<file path="src/verilog/hesx_map.svh">
// Field positions, opcodes and subfield codes for the enter/increase/skip unit.
`ifndef HESX_MAP_SVH
`define HESX_MAP_SVH
`define HESX_OP_HI 23
`define HESX_OP_LO 18
`define HESX_SUB_HI 17
`define HESX_SUB_LO 15
`define HESX_IDX_HI 16
`define HESX_IDX_LO 15
`define HESX_Y_HI 14
`define HESX_Z_HI 16
`define HESX_OP_HALT 6'h00
`define HESX_OP_SKEQ 6'h04
`define HESX_OP_SKGE 6'h05
`define HESX_OP_ISKIP 6'h08
`define HESX_OP_ENTER_CHAR_ADDRESS_OP 6'h09
`define HESX_OP_ENTER 6'h0C
`define HESX_OP_INCR 6'h0D
`define HESX_OP_EXT 6'h3F
`define HESX_SUB_A 3'h6
`define HESX_SUB_AS 3'h4
`define HESX_SUB_Q 3'h7
`define HESX_SUB_QS 3'h5
`define HESX_EXT_SLS 6'h3A
`define HESX_EXT_UCS 6'h3B
`define HESX_RST_WORD 24'h000000
`define HESX_RST_IDX 15'h0000
`endif

</file>
<file path="src/verilog/hesx_pkg.sv">
// Types shared by the enter/increase/skip unit.
package hesx_pkg;
	typedef struct packed
	{
		logic [23:0] accum;
		logic [23:0] q;
	} hesx_regs_t;
	typedef struct packed
	{
		logic valid;
		logic [14:0] addr;
		logic [23:0] word;
	} hesx_instr_t;
	typedef struct packed
	{
		logic valid;
		logic halted;
		logic [14:0] next_addr;
	} hesx_seq_t;
	typedef enum logic [1:0] {HESX_RUN, HESX_STOP} hesx_state_t;
endpackage
</file>
<file path="src/verilog/hesx_exec.sv">
// Execution unit for halt, stop, enter, increase and skip instructions.
`include "hesx_map.svh"
`timescale 1ns/100ps
`default_nettype none
// Notes on behaviour
// - Halt with subfield zero stops; restart fetches from the halt word's address field.
// - Selective stop halts only with console switch set; restart at P+1.
// - Unconditional stop always halts; restart continues at P+1.
// - Enter index loads y into the chosen index; designator zero does nothing.
// - Subfield 6 loads y into A; subfield 4 loads sign-extended y.
// - Subfield 7 loads y into Q; subfield 5 loads sign-extended y.
// - Enter character address loads 17-bit z into A, upper bits zero.
// - Sign-extended form loads z with seven copies of its sign.
// - Sign comes from bit 14 of y, bit 16 of z.
// - Increase index adds y to the index; designator zero does nothing.
// - Increase adds y to A or Q, plain or sign-extended by subfield.
// - Index skip-equal goes to P+2 on match; zero designator compares zero.
// - A skip-equal compares only the lower 15 bits of A.
// - Sign-extended skip-equal compares all 24 bits with extended y.
// - Q skip-equal uses lower 15 bits of Q; subfield 5 extends.
// - Index skip-greater compares unsigned 15-bit values, skip when index >= y.
// - Incremental skip clears index on match and skips, else increments.
// - Decremental skip clears index on match and skips, else decrements.
module hesx_exec
	import hesx_pkg::*;
(
	// Clock and reset.
	input wire logic i_ref_clk,
	input wire logic i_reset_n,
	// Instruction in.
	input wire hesx_instr_t i_instr,
	// Console.
	input wire logic i_select_stop_sw,
	input wire logic i_restart,
	// Results.
	output hesx_regs_t o_regs,
	output hesx_seq_t o_seq,
	output logic o_busy
);
	// ------------------------------------------------------------
	// Reset synchroniser.
	// ------------------------------------------------------------
	logic rst_meta_q;
	logic rst_n_q;
	always_ff @(posedge i_ref_clk or negedge i_reset_n)
	begin
		if (!i_reset_n)
		begin
			rst_meta_q <= 1'b0;
			rst_n_q <= 1'b0;
		end
		else
		begin
			rst_meta_q <= 1'b1;
			rst_n_q <= rst_meta_q;
		end
	end

	// ------------------------------------------------------------
	// Decode.
	// ------------------------------------------------------------
	function automatic logic [23:0] sext15(input logic [14:0] v);
		sext15 = {{9{v[`HESX_Y_HI]}}, v};
	endfunction

	hesx_state_t state_q;
	logic [5:0] opc;
	logic [2:0] sub;
	logic [1:0] idx;
	logic [14:0] y;
	logic [16:0] z;
	logic [14:0] p1;
	logic [14:0] p2;
	logic go;
	// The index read is registered, so instructions that use it take a
	// second cycle; the first cycle only addresses the file.
	logic idx_op;
	logic phase_q;
	hesx_instr_t held_q;
	hesx_instr_t cur;
	assign cur = phase_q ? held_q : i_instr;
	assign opc = cur.word[`HESX_OP_HI:`HESX_OP_LO];
	assign sub = cur.word[`HESX_SUB_HI:`HESX_SUB_LO];
	assign idx = cur.word[`HESX_IDX_HI:`HESX_IDX_LO];
	assign y = cur.word[`HESX_Y_HI:0];
	assign z = cur.word[`HESX_Z_HI:0];
	assign p1 = cur.addr + 15'h0001;
	assign p2 = cur.addr + 15'h0002;
	// Bit 17 picks the decrementing index skip; bits 16:15 stay the
	// designator, so both index skips read the file.
	assign idx_op = (!sub[2] && (opc == `HESX_OP_ENTER
		|| opc == `HESX_OP_INCR || opc == `HESX_OP_SKEQ
		|| opc == `HESX_OP_SKGE)) || opc == `HESX_OP_ISKIP;
	assign go = (state_q == HESX_RUN) && (phase_q || (i_instr.valid
		&& !idx_op));
	assign o_busy = (state_q != HESX_RUN) || phase_q;

	always_ff @(posedge i_ref_clk or negedge rst_n_q)
	begin
		if (!rst_n_q)
		begin
			phase_q <= 1'b0;
			held_q <= '0;
		end
		else if (phase_q)
			phase_q <= 1'b0;
		else if (state_q == HESX_RUN && i_instr.valid && idx_op)
		begin
			phase_q <= 1'b1;
			held_q <= i_instr;
		end
	end

	// ------------------------------------------------------------
	// Index file and adders.
	// ------------------------------------------------------------
	logic [14:0] bidx;
	logic idx_we;
	logic [14:0] idx_wd;
	hesx_index_file #(.W(15), .N(4)) u_idx (
		.i_ref_clk(i_ref_clk),
		.i_rst_n(rst_n_q),
		.i_we(idx_we),
		.i_waddr(idx),
		.i_wdata(idx_wd),
		.i_raddr(i_instr.word[`HESX_IDX_HI:`HESX_IDX_LO]),
		.o_rdata(bidx)
	);

	logic [23:0] add_src;
	logic [23:0] add_opd;
	logic [23:0] add_sum;
	always_comb
	begin
		add_src = (sub == `HESX_SUB_Q || sub == `HESX_SUB_QS) ? o_regs.q
			: o_regs.accum;
		add_opd = sub[1] ? {9'h000, y} : sext15(y);
		if (!sub[2])
		begin
			add_src = sext15(bidx);
			add_opd = sext15(y);
		end
	end
	hesx_ones_add #(.W(24)) u_add (
		.i_a(add_src),
		.i_b(add_opd),
		.o_sum(add_sum)
	);

	// ------------------------------------------------------------
	// Compare.
	// ------------------------------------------------------------
	logic skip;
	logic [23:0] cmp_reg;
	always_comb
	begin
		cmp_reg = (sub == `HESX_SUB_Q || sub == `HESX_SUB_QS) ? o_regs.q
			: o_regs.accum;
		skip = 1'b0;
		case (opc)
			`HESX_OP_SKEQ:
				if (!sub[2])
					skip = (bidx == y);
				else if (sub[1])
					skip = (cmp_reg[14:0] == y);
				else
					skip = (cmp_reg == sext15(y));
			`HESX_OP_SKGE:
				if (!sub[2])
					skip = (bidx >= y);
				else if (sub[1])
					skip = (cmp_reg[14:0] >= y);
				else
					skip = ($signed(cmp_reg) >= $signed(sext15(y)));
			`HESX_OP_ISKIP:
				skip = (bidx == y);
			default:
				skip = 1'b0;
		endcase
	end

	// ------------------------------------------------------------
	// Index writes.
	// ------------------------------------------------------------
	always_comb
	begin
		idx_we = 1'b0;
		idx_wd = '0;
		if (go && (!sub[2] || opc == `HESX_OP_ISKIP)
			&& idx != 2'h0)
		begin
			case (opc)
				`HESX_OP_ENTER:
				begin
					idx_we = 1'b1;
					idx_wd = y;
				end
				`HESX_OP_INCR:
				begin
					idx_we = 1'b1;
					idx_wd = add_sum[14:0];
				end
				`HESX_OP_ISKIP:
				begin
					idx_we = 1'b1;
					if (skip)
						idx_wd = '0;
					else if (sub[2])
						idx_wd = bidx - 15'h0001;
					else
						idx_wd = bidx + 15'h0001;
				end
				default:
					idx_we = 1'b0;
			endcase
		end
	end

	// ------------------------------------------------------------
	// Accumulator and Q.
	// ------------------------------------------------------------
	always_ff @(posedge i_ref_clk or negedge rst_n_q)
	begin
		if (!rst_n_q)
			o_regs.accum <= `HESX_RST_WORD;
		else if (go)
		begin
			if (opc == `HESX_OP_ENTER_CHAR_ADDRESS_OP)
				o_regs.accum <= sub[2] ? {{7{z[`HESX_Z_HI]}}, z}
					: {7'h00, z};
			else if (opc == `HESX_OP_ENTER && sub == `HESX_SUB_A)
				o_regs.accum <= {9'h000, y};
			else if (opc == `HESX_OP_ENTER && sub == `HESX_SUB_AS)
				o_regs.accum <= sext15(y);
			else if (opc == `HESX_OP_INCR && (sub == `HESX_SUB_A
				|| sub == `HESX_SUB_AS))
				o_regs.accum <= add_sum;
		end
	end

	always_ff @(posedge i_ref_clk or negedge rst_n_q)
	begin
		if (!rst_n_q)
			o_regs.q <= `HESX_RST_WORD;
		else if (go)
		begin
			if (opc == `HESX_OP_ENTER && sub == `HESX_SUB_Q)
				o_regs.q <= {9'h000, y};
			else if (opc == `HESX_OP_ENTER && sub == `HESX_SUB_QS)
				o_regs.q <= sext15(y);
			else if (opc == `HESX_OP_INCR && (sub == `HESX_SUB_Q
				|| sub == `HESX_SUB_QS))
				o_regs.q <= add_sum;
		end
	end

	// ------------------------------------------------------------
	// Sequencing and stops.
	// ------------------------------------------------------------
	logic stop_now;
	logic [14:0] nxt;
	always_comb
	begin
		stop_now = 1'b0;
		nxt = skip ? p2 : p1;
		if (opc == `HESX_OP_HALT && sub == 3'h0)
		begin
			stop_now = 1'b1;
			nxt = cur.word[14:0];
		end
		else if (opc == `HESX_OP_EXT && cur.word[17:12] == `HESX_EXT_SLS)
			stop_now = i_select_stop_sw;
		else if (opc == `HESX_OP_EXT && cur.word[17:12] == `HESX_EXT_UCS)
			stop_now = 1'b1;
	end

	always_ff @(posedge i_ref_clk or negedge rst_n_q)
	begin
		if (!rst_n_q)
			state_q <= HESX_RUN;
		else
			case (state_q)
				HESX_RUN:
					if (go && stop_now)
						state_q <= HESX_STOP;
				HESX_STOP:
					if (i_restart)
						state_q <= HESX_RUN;
				default:
					state_q <= HESX_RUN;
			endcase
	end

	always_ff @(posedge i_ref_clk or negedge rst_n_q)
	begin
		if (!rst_n_q)
			o_seq <= '0;
		else
		begin
			o_seq.valid <= (go && !stop_now)
				|| (state_q == HESX_STOP && i_restart);
			o_seq.halted <= (state_q == HESX_STOP && !i_restart)
				|| (go && stop_now);
			if (go)
				o_seq.next_addr <= nxt;
		end
	end

	// ------------------------------------------------------------
	// Checks.
	// ------------------------------------------------------------
	property p_halt_stops;
		@(posedge i_ref_clk) disable iff (!rst_n_q)
		(go && opc == `HESX_OP_HALT && sub == 3'h0)
			|=> (o_seq.halted && o_seq.next_addr == $past(cur.word[14:0]));
	endproperty
	a_halt_stops: assert property (p_halt_stops) else $error("halt");
	property p_ucs;
		@(posedge i_ref_clk) disable iff (!rst_n_q)
		(go && opc == `HESX_OP_EXT && cur.word[17:12] == `HESX_EXT_UCS)
			|=> (state_q == HESX_STOP && o_seq.next_addr == $past(p1));
	endproperty
	a_ucs: assert property (p_ucs) else $error("stop");
	property p_sls_off;
		@(posedge i_ref_clk) disable iff (!rst_n_q)
		(go && opc == `HESX_OP_EXT && cur.word[17:12] == `HESX_EXT_SLS
			&& !i_select_stop_sw) |=> state_q == HESX_RUN;
	endproperty
	a_sls_off: assert property (p_sls_off) else $error("sls");
	property p_ena;
		@(posedge i_ref_clk) disable iff (!rst_n_q)
		(go && opc == `HESX_OP_ENTER && sub == `HESX_SUB_AS)
			|=> o_regs.accum == sext15($past(y));
	endproperty
	a_ena: assert property (p_ena) else $error("ena");
	property p_enq;
		@(posedge i_ref_clk) disable iff (!rst_n_q)
		(go && opc == `HESX_OP_ENTER && sub == `HESX_SUB_Q)
			|=> o_regs.q == {9'h000, $past(y)};
	endproperty
	a_enq: assert property (p_enq) else $error("enq");
	property p_enter_char_address_op;
		@(posedge i_ref_clk) disable iff (!rst_n_q)
		(go && opc == `HESX_OP_ENTER_CHAR_ADDRESS_OP && !sub[2])
			|=> o_regs.accum[23:17] == 7'h00;
	endproperty
	a_enter_char_address_op: assert property (p_enter_char_address_op) else $error("enter_char_address_op");
	property p_skip;
		@(posedge i_ref_clk) disable iff (!rst_n_q)
		(go && skip && !stop_now) |=> o_seq.next_addr == $past(p2);
	endproperty
	a_skip: assert property (p_skip) else $error("skip");
	property p_noskip;
		@(posedge i_ref_clk) disable iff (!rst_n_q)
		(go && opc == `HESX_OP_SKEQ && sub == `HESX_SUB_A
			&& o_regs.accum[14:0] != y) |=> o_seq.next_addr == $past(p1);
	endproperty
	a_noskip: assert property (p_noskip) else $error("ase");
	property p_idx_zero;
		@(posedge i_ref_clk) disable iff (!rst_n_q)
		idx == 2'h0 |-> !idx_we;
	endproperty
	a_idx_zero: assert property (p_idx_zero) else $error("idx0");
endmodule // hesx_exec
`default_nettype wire

</file>
<file path="src/verilog/hesx_index_file.sv">
// Index register file with registered read data.
`timescale 1ns/100ps
`default_nettype none
module hesx_index_file #(
	parameter int W = 15,
	parameter int N = 4
)(
	// Clock and reset.
	input wire logic i_ref_clk,
	input wire logic i_rst_n,
	// Write port.
	input wire logic i_we,
	input wire logic [$clog2(N)-1:0] i_waddr,
	input wire logic [W-1:0] i_wdata,
	// Read port.
	input wire logic [$clog2(N)-1:0] i_raddr,
	output logic [W-1:0] o_rdata
);
	logic [W-1:0] mem [N];
	always_ff @(posedge i_ref_clk or negedge i_rst_n)
	begin
		if (!i_rst_n)
		begin
			for (int k = 0; k < N; k++)
				mem[k] <= '0;
		end
		else if (i_we && i_waddr != '0)
			mem[i_waddr] <= i_wdata;
	end
	always_ff @(posedge i_ref_clk or negedge i_rst_n)
	begin
		if (!i_rst_n)
			o_rdata <= '0;
		else if (i_we && i_waddr == i_raddr && i_waddr != '0)
			o_rdata <= i_wdata;
		else
			o_rdata <= (i_raddr == '0) ? '0 : mem[i_raddr];
	end
endmodule // hesx_index_file
`default_nettype wire

</file>
<file path="src/verilog/hesx_ones_add.sv">
// One's-complement adder with end-around carry.
`timescale 1ns/100ps
`default_nettype none
module hesx_ones_add #(
	parameter int W = 24
)(
	// Operands.
	input wire logic [W-1:0] i_a,
	input wire logic [W-1:0] i_b,
	// Sum.
	output logic [W-1:0] o_sum
);
	logic [W:0] raw;
	always_comb
	begin
		raw = {1'b0, i_a} + {1'b0, i_b};
		o_sum = raw[W-1:0] + {{(W-1){1'b0}}, raw[W]};
	end
endmodule // hesx_ones_add
`default_nettype wire

</file>
<file path="config.mk">
export PLATFORM = sky130hd
export DESIGN_NAME = hesx_exec
export DESIGN_NICKNAME = d
export VERILOG_FILES = /design/src/verilog/hesx_pkg.sv /design/src/verilog/hesx_exec.sv /design/src/verilog/hesx_index_file.sv /design/src/verilog/hesx_ones_add.sv
export VERILOG_INCLUDE_DIRS = /design/src /design/src/verilog
export SDC_FILE = /design/constraint.sdc
export NUM_CORES = 1
export LEC_CHECK = 0
export ABC_AREA = 0
export BUFFER_PORTS_ARGS = -buffer_cell sky130_fd_sc_hd__buf_2
export CAP_MARGIN = 20
export CORE_AREA = 2 2 170 172
export CTS_BUF_LIST = sky130_fd_sc_hd__clkbuf_4 sky130_fd_sc_hd__clkbuf_8
export CTS_CLUSTER_DIAMETER = 30
export DETAILED_ROUTE_END_ITERATION = 8
export DIE_AREA = 0 0 172 174
export HOLD_SLACK_MARGIN = 0.06
export PLACE_DENSITY = 0.62
export RECOVER_POWER = 25
export SETUP_SLACK_MARGIN = 0.3
export SYNTH_ARGS = -nofsm -noshare
export SYNTH_HDL_FRONTEND = slang
export SYNTH_SLANG_ARGS = --single-unit
</file>
<file path="constraint.sdc">
create_clock -name i_ref_clk -period 6.2 [get_ports i_ref_clk]
set_clock_uncertainty 0.05 [all_clocks]
set_input_delay 0.31 -clock i_ref_clk [delete_from_list [all_inputs] [get_ports i_ref_clk]]
set_output_delay 0.31 -clock i_ref_clk [all_outputs]
set_load 0.005 [all_outputs]
</file>
==> flow_summary.rst, run 1 <==
.. list-table::
   :header-rows: 1

   * - Metric
     - Value
   * - Count of flip-flops with a built-in enable after synthesis
     - 0
   * - Overall fraction of global-route tracks in use
     - 0.280
   * - Violations in the final reports
     - max-capacitance violations, max-slew violations
   * - Class of the tightest hold or removal check
     - in2reg
   * - CTS H-tree depth
     - 4
   * - Timing startpoint of the critical path
     - phase_q
   * - Top_reg_cell synth
     - sky130_fd_sc_hd__dfrtp_1
   * - Synthesized area divided by synthesized cell count
     - 8.96 µm²
   * - Via count
     - 11600
   * - Power density over cell area
     - 248 nW/µm²
   * - Fraction of post-synthesis cell area in the top cell type by area
     - 0.337
   * - Number of hold-slack violations in the final timing report
     - 0
   * - Net load switching power
     - 1.47 mW
   * - Antenna diode count
     - 0
   * - Maximum clock frequency
     - 175 MHz
   * - Number of antenna violations at the first check in global routing
     - 0
   * - Sort of element at the end of the critical path
     - flip-flop
   * - Largest buffer count on any clock path
     - 2
   * - Final GP Congestion
     - 0.986
   * - Root buffer cell
     - sky130_fd_sc_hd__clkbuf_8
   * - Warnings from Yosys
     - 0
   * - Fill count
     - 2743
   * - Cell leakage power
     - 6.62 nW
   * - Pin count of the biggest net entering global routing
     - 77
   * - Iteration-0 DRC count of the detailed router
     - 952
   * - Worst hold path depth
     - 2
   * - Average routed wire per standard cell
     - 21.5 µm
   * - Final-report setup violation count
     - 0
   * - Peak per-stage delay on the critical path
     - 490 ps
   * - Via-to-Cell Ratio
     - 5.94
   * - Proportion of layout cells with a drive suffix above 1
     - 0.234
   * - Switching portion of total power
     - 0.403
   * - First-pass DRT Iterations
     - 6
   * - Top post-synthesis cells by area
     - sky130_fd_sc_hd__dfrtp_1 (34%), sky130_fd_sc_hd__mux2_2 (11%), sky130_fd_sc_hd__ha_1 (8.1%), sky130_fd_sc_hd__nor2_1 (4.7%), sky130_fd_sc_hd__nand2_1 (4.1%)
   * - Share of the yosys chip area belonging to registers
     - 0.337
   * - Fraction of registers with async set/reset
     - 1.00
   * - Headroom to the max-slew limit
     - -0.0981
   * - Clk network pwr share
     - 0.221
   * - Floorplan die area
     - 29900 µm²
   * - Kind of start point of the critical path
     - flip-flop
   * - Int Power
     - 2.17 mW
   * - Required arrival time at the worst endpoint
     - 6550 ps
   * - Sequential power share
     - 0.395
   * - Layout-stage area growth over the synthesis result
     - 17.9%
   * - Crit Reg-Reg Endpoint
     - o_regs[21]
   * - Post-route worst setup slack
     - 494 ps
   * - Worst R2R Setup Slack
     - 490 ps
   * - TritonCTS buffer count
     - 17
   * - Number of library cell types mapped by synthesis
     - 83
   * - Highest fanout seen on the critical path
     - 13
   * - Final-layout setup total negative slack
     - 0 ps
   * - TritonCTS clock tree
     - built
   * - Detail Route Antenna Nets
     - 0
   * - Site row count
     - 62
   * - Part of the cycle the worst path needs
     - 0.920
   * - Number of port buffers
     - 109
   * - Critical path capture point
     - o_regs[21]
   * - Synthesized area
     - 12500 µm²
   * - Routed wire length
     - 42000 µm
   * - Register bit count reported by yosys
     - 168
   * - Clock latency on the worst-skew pair
     - 500 ps
   * - Data arrival time of the critical path
     - 6060 ps
   * - Clk slew on worst S/H paths
     - 120 ps
   * - Area leader, netlist
     - sky130_fd_sc_hd__dfrtp_1
   * - Net count after synthesis
     - 1518
   * - Residual DRC count
     - 0
   * - Maximum resistive drop on vdd
     - 0.000113 V
   * - Ports placed on the boundary
     - 110
   * - Slew at the pin closest to its max-slew limit
     - 1650 ps
   * - Overflow left after global routing
     - 0
   * - R2R depth
     - 27
   * - Global-route wire length before repair
     - 63700 µm
   * - Reported max-cap violation count
     - 1
   * - Outcome
     - complete, but fails checks
   * - Launch point of the worst reg-to-reg path
     - phase_q
   * - Via count of the first global-routing pass
     - 11200
   * - Die X-Extent
     - 172 µm
   * - Crit path max-delay cell type
     - sky130_fd_sc_hd__dfrtp_2
   * - Die Y-Extent
     - 174 µm
   * - Critical path class
     - reg2reg
   * - Post-layout min period
     - 5710 ps
   * - Number of nets in the final layout
     - 1679
   * - RSZ-0062 raised after global routing
     - no
   * - Gate power share
     - 0.384
   * - Dpl hpwl
     - 31400 µm
   * - Final Slew Violations
     - 41
   * - Worst slack after detailed placement
     - 288 ps
   * - Number of sinks driven by the clock tree
     - 168
   * - Cells after Synth
     - 1391
   * - Starting density of the core
     - 0.441
   * - Area inside the core boundary
     - 28200 µm²
## synthesized netlist by cell type (all sizes together), types with 4 or more instances
library cell	number
nor2b	14
and2	7
a22oi	12
ha	81
nor4	8
clkbuf	40
nor2	157
xnor2	30
a22o	7
a311oi	4
o221ai	6
nand3b	4
o2111ai	5
o21a	15
a21oi	78
mux2	119
buf	22
nand2	138
nand2b	4
and3	7
a211o	4
nand4	12
a221oi	6
mux2i	35
a211oi	22
o211ai	16
o21bai	7
a21o	25
o22ai	9
o21ai	107
dfrtp	168
o31ai	8
nor3	29
or2	5
nand3	35
a31oi	19
or3	9
xor2	30
inv	41
## critical path, delay by kind of cell (launching register included)
| family | cells | cell delay [ps] |
|---|---|---|
| and+or+nand+nor | 9 | 1620 |
| muxes | 2 | 590 |
| adders and majority gates | 2 | 590 |
| xor gates and xnor gates | 1 | 300 |
| DFF | 1 | 490 |
| buffers and inverters | 3 | 490 |
| AOI/OAI and AO/OA | 10 | 1490 |
## layer usage
layer  vias to the layer above  track usage  share of wire
li1                       5423            -              -
met1                      5670        0.380           0.44
met2                       396        0.450           0.46
met3                        81       0.0423          0.058
met4                         0        0.108          0.038
met5                         -            0              0
## cells in the final DEF (no fill, tap or decap), types with 41 or more instances in the layout
master                    synthesis  final
sky130_fd_sc_hd__a21oi_1         77     77
sky130_fd_sc_hd__buf_2           15     89
sky130_fd_sc_hd__buf_4            2     55
sky130_fd_sc_hd__dfrtp_1        168    167
sky130_fd_sc_hd__ha_1            81     77
sky130_fd_sc_hd__inv_1           41     41
sky130_fd_sc_hd__mux2_2         119    119
sky130_fd_sc_hd__nand2_1        137    136
sky130_fd_sc_hd__nor2_1         157    153
sky130_fd_sc_hd__o21ai_0         99     97
## registers in the layout, summed over array words and instances (netlist names)
| register | count |
|---|---|
| u_idx.mem | 45 |
| rst_n_q | 1 |
| rst_meta_q | 1 |
| state_q | 1 |
| u_idx.o_rdata | 15 |
| held_q | 39 |
| o_regs | 48 |
| o_seq | 17 |
| phase_q | 1 |
## through the flow
stage | cells | util | total power [mW] | area (µm²) | hold WS [ps]
after floorplan | 1391 | - | 2.28 | 12500 | -35.6
after global placement | 1875 | 0.484 | 2.75 | 13700 | 47.1
after detailed placement | 1875 | 0.484 | 2.76 | 13700 | 49.6
after CTS | 1941 | 0.511 | 3.59 | 14400 | 66.2
after global routing | 1949 | 0.520 | 3.85 | 14700 | 84.4
final | 1949 | 0.520 | 3.64 | 14700 | 95.4
## worst min path at each step
stage	start	end	slack [ps]
3_5_place_dp	i_reset_n	rst_meta_q	50
3_3_place_gp	i_reset_n	rst_meta_q	50
2_1_floorplan	i_reset_n	rst_meta_q	-40
4_1_cts	i_instr[20]	held_q[20]	70
5_1_grt	i_instr[14]	held_q[14]	80
6_report	i_instr[20]	held_q[20]	100
## repair_timing
| action | CTS | global route |
|---|---|---|
| buffers inserted | 0 | 6 |
| gates cloned | 0 | 1 |
| hold endpoints to repair | 36 | 0 |
| pin swaps | 0 | 12 |
| endpoints found under the setup margin | 11 | 61 |
| hold buffers | 34 | 0 |
| gates resized for setup | 5 | 36 |
## cell families after synthesis
group / after synthesis / synth area share
fa+ha+maj: 83 / 0.0845
xor+xnor: 60 / 0.0422
mux: 154 / 0.136
other cells: 1 / 0.000301
flops: 168 / 0.337
compound gates: 380 / 0.204
simple gates: 441 / 0.162
buf+inv: 104 / 0.0334
## area by class of cell
class | instances | area, µm² | share of cell area
clock buffer | 17 | 234 | 0.0159
clock inverter | 15 | 156 | 0.0106
inverter | 42 | 158 | 0.0107
multi-input combinational | 1119 | 8090 | 0.550
sequential | 168 | 4210 | 0.286
tap | 384 | 480 | 0.0327
timing repair buffer | 204 | 1370 | 0.0934
## power by group through the flow
| stage | Combinational, mW | Clock, mW | Sequential (mW) |
|---|---|---|---|
| 2_1_floorplan | 0.869 | 0 | 1.41 |
| 3_3_place_gp | 1.30 | 0 | 1.45 |
| 3_5_place_dp | 1.31 | 0 | 1.45 |
| 4_1_cts | 1.34 | 0.826 | 1.42 |
| 5_1_grt | 1.53 | 0.862 | 1.46 |
| 6_report | 1.40 | 0.805 | 1.44 |
Power figures use the tool's default switching activity.
==> inputs of run 2 (changes only) <==
--- a/config.mk
+++ b/config.mk
@@ -17,2 +17,3 @@
 export HOLD_SLACK_MARGIN = 0.06
+export MAX_ROUTING_LAYER = met4
 export PLACE_DENSITY = 0.62
==> constraint.sdc (replaced) <==
create_clock -name i_ref_clk -period 6.2 [get_ports i_ref_clk]
set_clock_uncertainty 0.05 [all_clocks]
set_input_delay 0.62 -clock i_ref_clk [delete_from_list [all_inputs] [get_ports i_ref_clk]]
set_output_delay 0.62 -clock i_ref_clk [all_outputs]
set_load 0.005 [all_outputs]
==> run 2 against run 1 <==
- the run still ends with max-capacitance violations, max-slew violations left
- sequential cell count did not move
- routed wire length decreased by 2.5%
- core utilization fell by 1.2 points
- sequential power is essentially flat
- fmax is 0.71% higher
- combinational power is essentially flat
- first-iteration DRC count grew 17%
- count of clock-buffer cells in the layout did not move
- die area unchanged
- worst hold slack better by 210 ps
- critical path depth is 3 lower
- register-to-register slack improved by 40 ps
- critical endpoint is now u_idx.mem[26]
- largest power group unchanged
==> flow_summary.rst, run 2 (same netlist as run 1, synthesis figures left out) <==
.. list-table::
   :header-rows: 1

   * - Metric
     - Value
   * - Outcome
     - complete, but fails checks
   * - Violations in the final reports
     - max-capacitance violations, max-slew violations
   * - Placed instance area
     - 13800 µm²
   * - Most frequent standard cell in the layout excluding fill and tap cells
     - sky130_fd_sc_hd__dfrtp_1
   * - Post-layout min period
     - 5670 ps
   * - Area inside the core boundary
     - 28200 µm²
   * - Class of the tightest hold or removal check
     - in2reg
   * - Net load switching power
     - 1.47 mW
   * - Number of cells in the design after placement
     - 1883
   * - Part of the cycle the worst path needs
     - 0.914
   * - Number of port buffers
     - 109
   * - Die X-Extent
     - 172 µm
   * - Reported max-cap violation count
     - 1
   * - Int Power
     - 2.16 mW
   * - Clock latency on the worst-skew pair
     - 480 ps
   * - Via count
     - 11300
   * - Data arrival time of the critical path
     - 5970 ps
   * - Ports placed on the boundary
     - 110
   * - Antenna diode count
     - 0
   * - Cell leakage power
     - 6.49 nW
   * - Routed wire length
     - 41000 µm
   * - Final Slew Violations
     - 65
   * - Final-layout setup total negative slack
     - 0 ps
   * - Crit path max-delay cell type
     - sky130_fd_sc_hd__dfrtp_2
   * - Cell area after layout
     - 14300 µm²
   * - Power density over cell area
     - 254 nW/µm²
   * - Sequential power share
     - 0.394
   * - Dpl hpwl
     - 31500 µm
   * - CTS H-tree depth
     - 4
   * - Critical path class
     - reg2reg
   * - Layout-stage area growth over the synthesis result
     - 15.1%
   * - Number of antenna violations at the first check in global routing
     - 0
   * - Iteration-0 DRC count of the detailed router
     - 1110
   * - Global-route wire length before repair
     - 63000 µm
   * - Largest registers
     - o_regs (48), u_idx.mem (45), held_q (39)
   * - Switching portion of total power
     - 0.405
   * - Via-to-Cell Ratio
     - 5.87
   * - Worst hold slack after final layout
     - 309 ps
   * - Starting density of the core
     - 0.441
   * - Register with the most flip-flops
     - o_regs
   * - TritonCTS clock tree
     - built
   * - Cell-by-cell trace of the critical path
     - mux2i_4 -> nor2_4 -> buf_12 -> mux2i_1 -> a21oi_1 -> ha_1 -> fa_1 -> a211oi_4 -> a2bb2oi_2 -> a31o_4 -> o2111ai_4 -> a21o_1 -> a21oi_1 -> o21bai_1 -> a21o_1 -> ha_1 -> and3_1 -> nor3b_2 -> nand4_1 -> buf_4 -> nor2_4 -> xor2_2 -> a221o_1 -> mux2_2
   * - Headroom to the max-slew limit
     - -1.29
   * - Sort of element at the end of the critical path
     - flip-flop
   * - Worst slack after detailed placement
     - 143 ps
   * - Final-report setup violation count
     - 0
   * - Gate power share
     - 0.379
   * - Proportion of layout cells with a drive suffix above 1
     - 0.231
   * - Peak per-stage delay on the critical path
     - 480 ps
   * - Number of hold-slack violations in the final timing report
     - 0
   * - Kind of start point of the critical path
     - flip-flop
   * - Overflow left after global routing
     - 0
   * - Maximum resistive drop on vdd
     - 0.000115 V
   * - RSZ-0062 raised after global routing
     - no
   * - Layout Utilization
     - 0.508
   * - Commonest non-fill, non-tap cells in the layout
     - sky130_fd_sc_hd__dfrtp_1 (167), sky130_fd_sc_hd__nor2_1 (153), sky130_fd_sc_hd__nand2_1 (137)
   * - Non-filler cells, final
     - 1926
   * - Required arrival time at the worst endpoint
     - 6500 ps
   * - Residual DRC count
     - 0
   * - Average routed wire per standard cell
     - 21.3 µm
   * - Number of sinks driven by the clock tree
     - 168
   * - Die Y-Extent
     - 174 µm
   * - Root buffer cell
     - sky130_fd_sc_hd__clkbuf_8
   * - Post-route worst setup slack
     - 534 ps
   * - Detail Route Antenna Nets
     - 0
   * - Maximum clock frequency
     - 177 MHz
   * - Total chip power
     - 3.64 mW
   * - Floorplan die area
     - 29900 µm²
   * - Site row count
     - 62
   * - Clk network pwr share
     - 0.228
   * - TritonCTS buffer count
     - 17
   * - Number of nets in the final layout
     - 1656
   * - Flip-flop count of the largest register, all copies and words added
     - 48
   * - Slew at the pin closest to its max-slew limit
     - 3440 ps
   * - First-pass DRT Iterations
     - 5
   * - Via count of the first global-routing pass
     - 10900
   * - Clk slew on worst S/H paths
     - 100 ps
   * - Largest buffer count on any clock path
     - 2
   * - Pin count of the biggest net entering global routing
     - 77
   * - Overall fraction of global-route tracks in use
     - 0.284
   * - Highest fanout seen on the critical path
     - 20
   * - Final GP Congestion
     - 1.01
-- run 2: path summary, 6_finish.rpt --
check / start / to / slack, ps / depth (start not counted)
max: phase_q / u_idx.mem[26] / 530 / 24
min: i_restart / state_q[0] / 310 / 2
max reg2reg: phase_q / u_idx.mem[26] / 530 / 24
min reg2reg: rst_meta_q / rst_n_q / 320 / 0
max in group asynchronous: rst_n_q / o_regs[35] / 1740 / 1
min in group asynchronous: i_reset_n / rst_meta_q / 380 / 2
-- run 2: power by group through the flow --
stage / logic (mW) / clock network (mW) / registers (mW)
after detailed placement: 1.34 / 0 / 1.45
after global placement: 1.33 / 0 / 1.45
after CTS: 1.35 / 0.840 / 1.43
after floorplan: 0.870 / 0 / 1.41
after global routing: 1.51 / 0.885 / 1.45
final: 1.38 / 0.829 / 1.43
-- run 2: critical path, delay by kind of cell (launching register included) --
family                   cells  cell delay (ps)
AO/OA/AOI/OAI               10             2060
adder cells (fa/ha/maj)      3              930
buffers and inverters        2              350
multiplexers                 3              760
XOR/XNOR                     1              220
AND/OR/NAND/NOR              5              670
flip-flops                   1              480
-- run 2: area by class of cell --
cell class                      count  area (µm²)
Clock buffer                       17         234
Timing Repair Buffer              181        1080
Sequential cell                   168        4210
Multi-Input combinational cell   1119        8010
Clock inverter                     15         180
Tap cell                          384         480
Inverter                           42         158
Fill cell                        2732       13900
-- run 2: what timing repair did --
item                                    in CTS  in global routing
hold endpoints to repair                     2                  0
cloned                                       0                  0
hold buffers                                 1                  0
buffers inserted                             0                  8
endpoints found under the setup margin       1                 63
resized for setup                            1                 21
pin swaps                                    0                  3
-- run 2: layer usage --
layer  wire length, µm  vias to the layer above  global-route usage  share of wire
li1                  -                     5361                   -              -
met1             17900                     5478               0.384           0.44
met2             18700                      390               0.433           0.46
met3              2780                       83              0.0387          0.068
met4              1570                        0               0.106          0.038
met5                 0                        -                   -              0
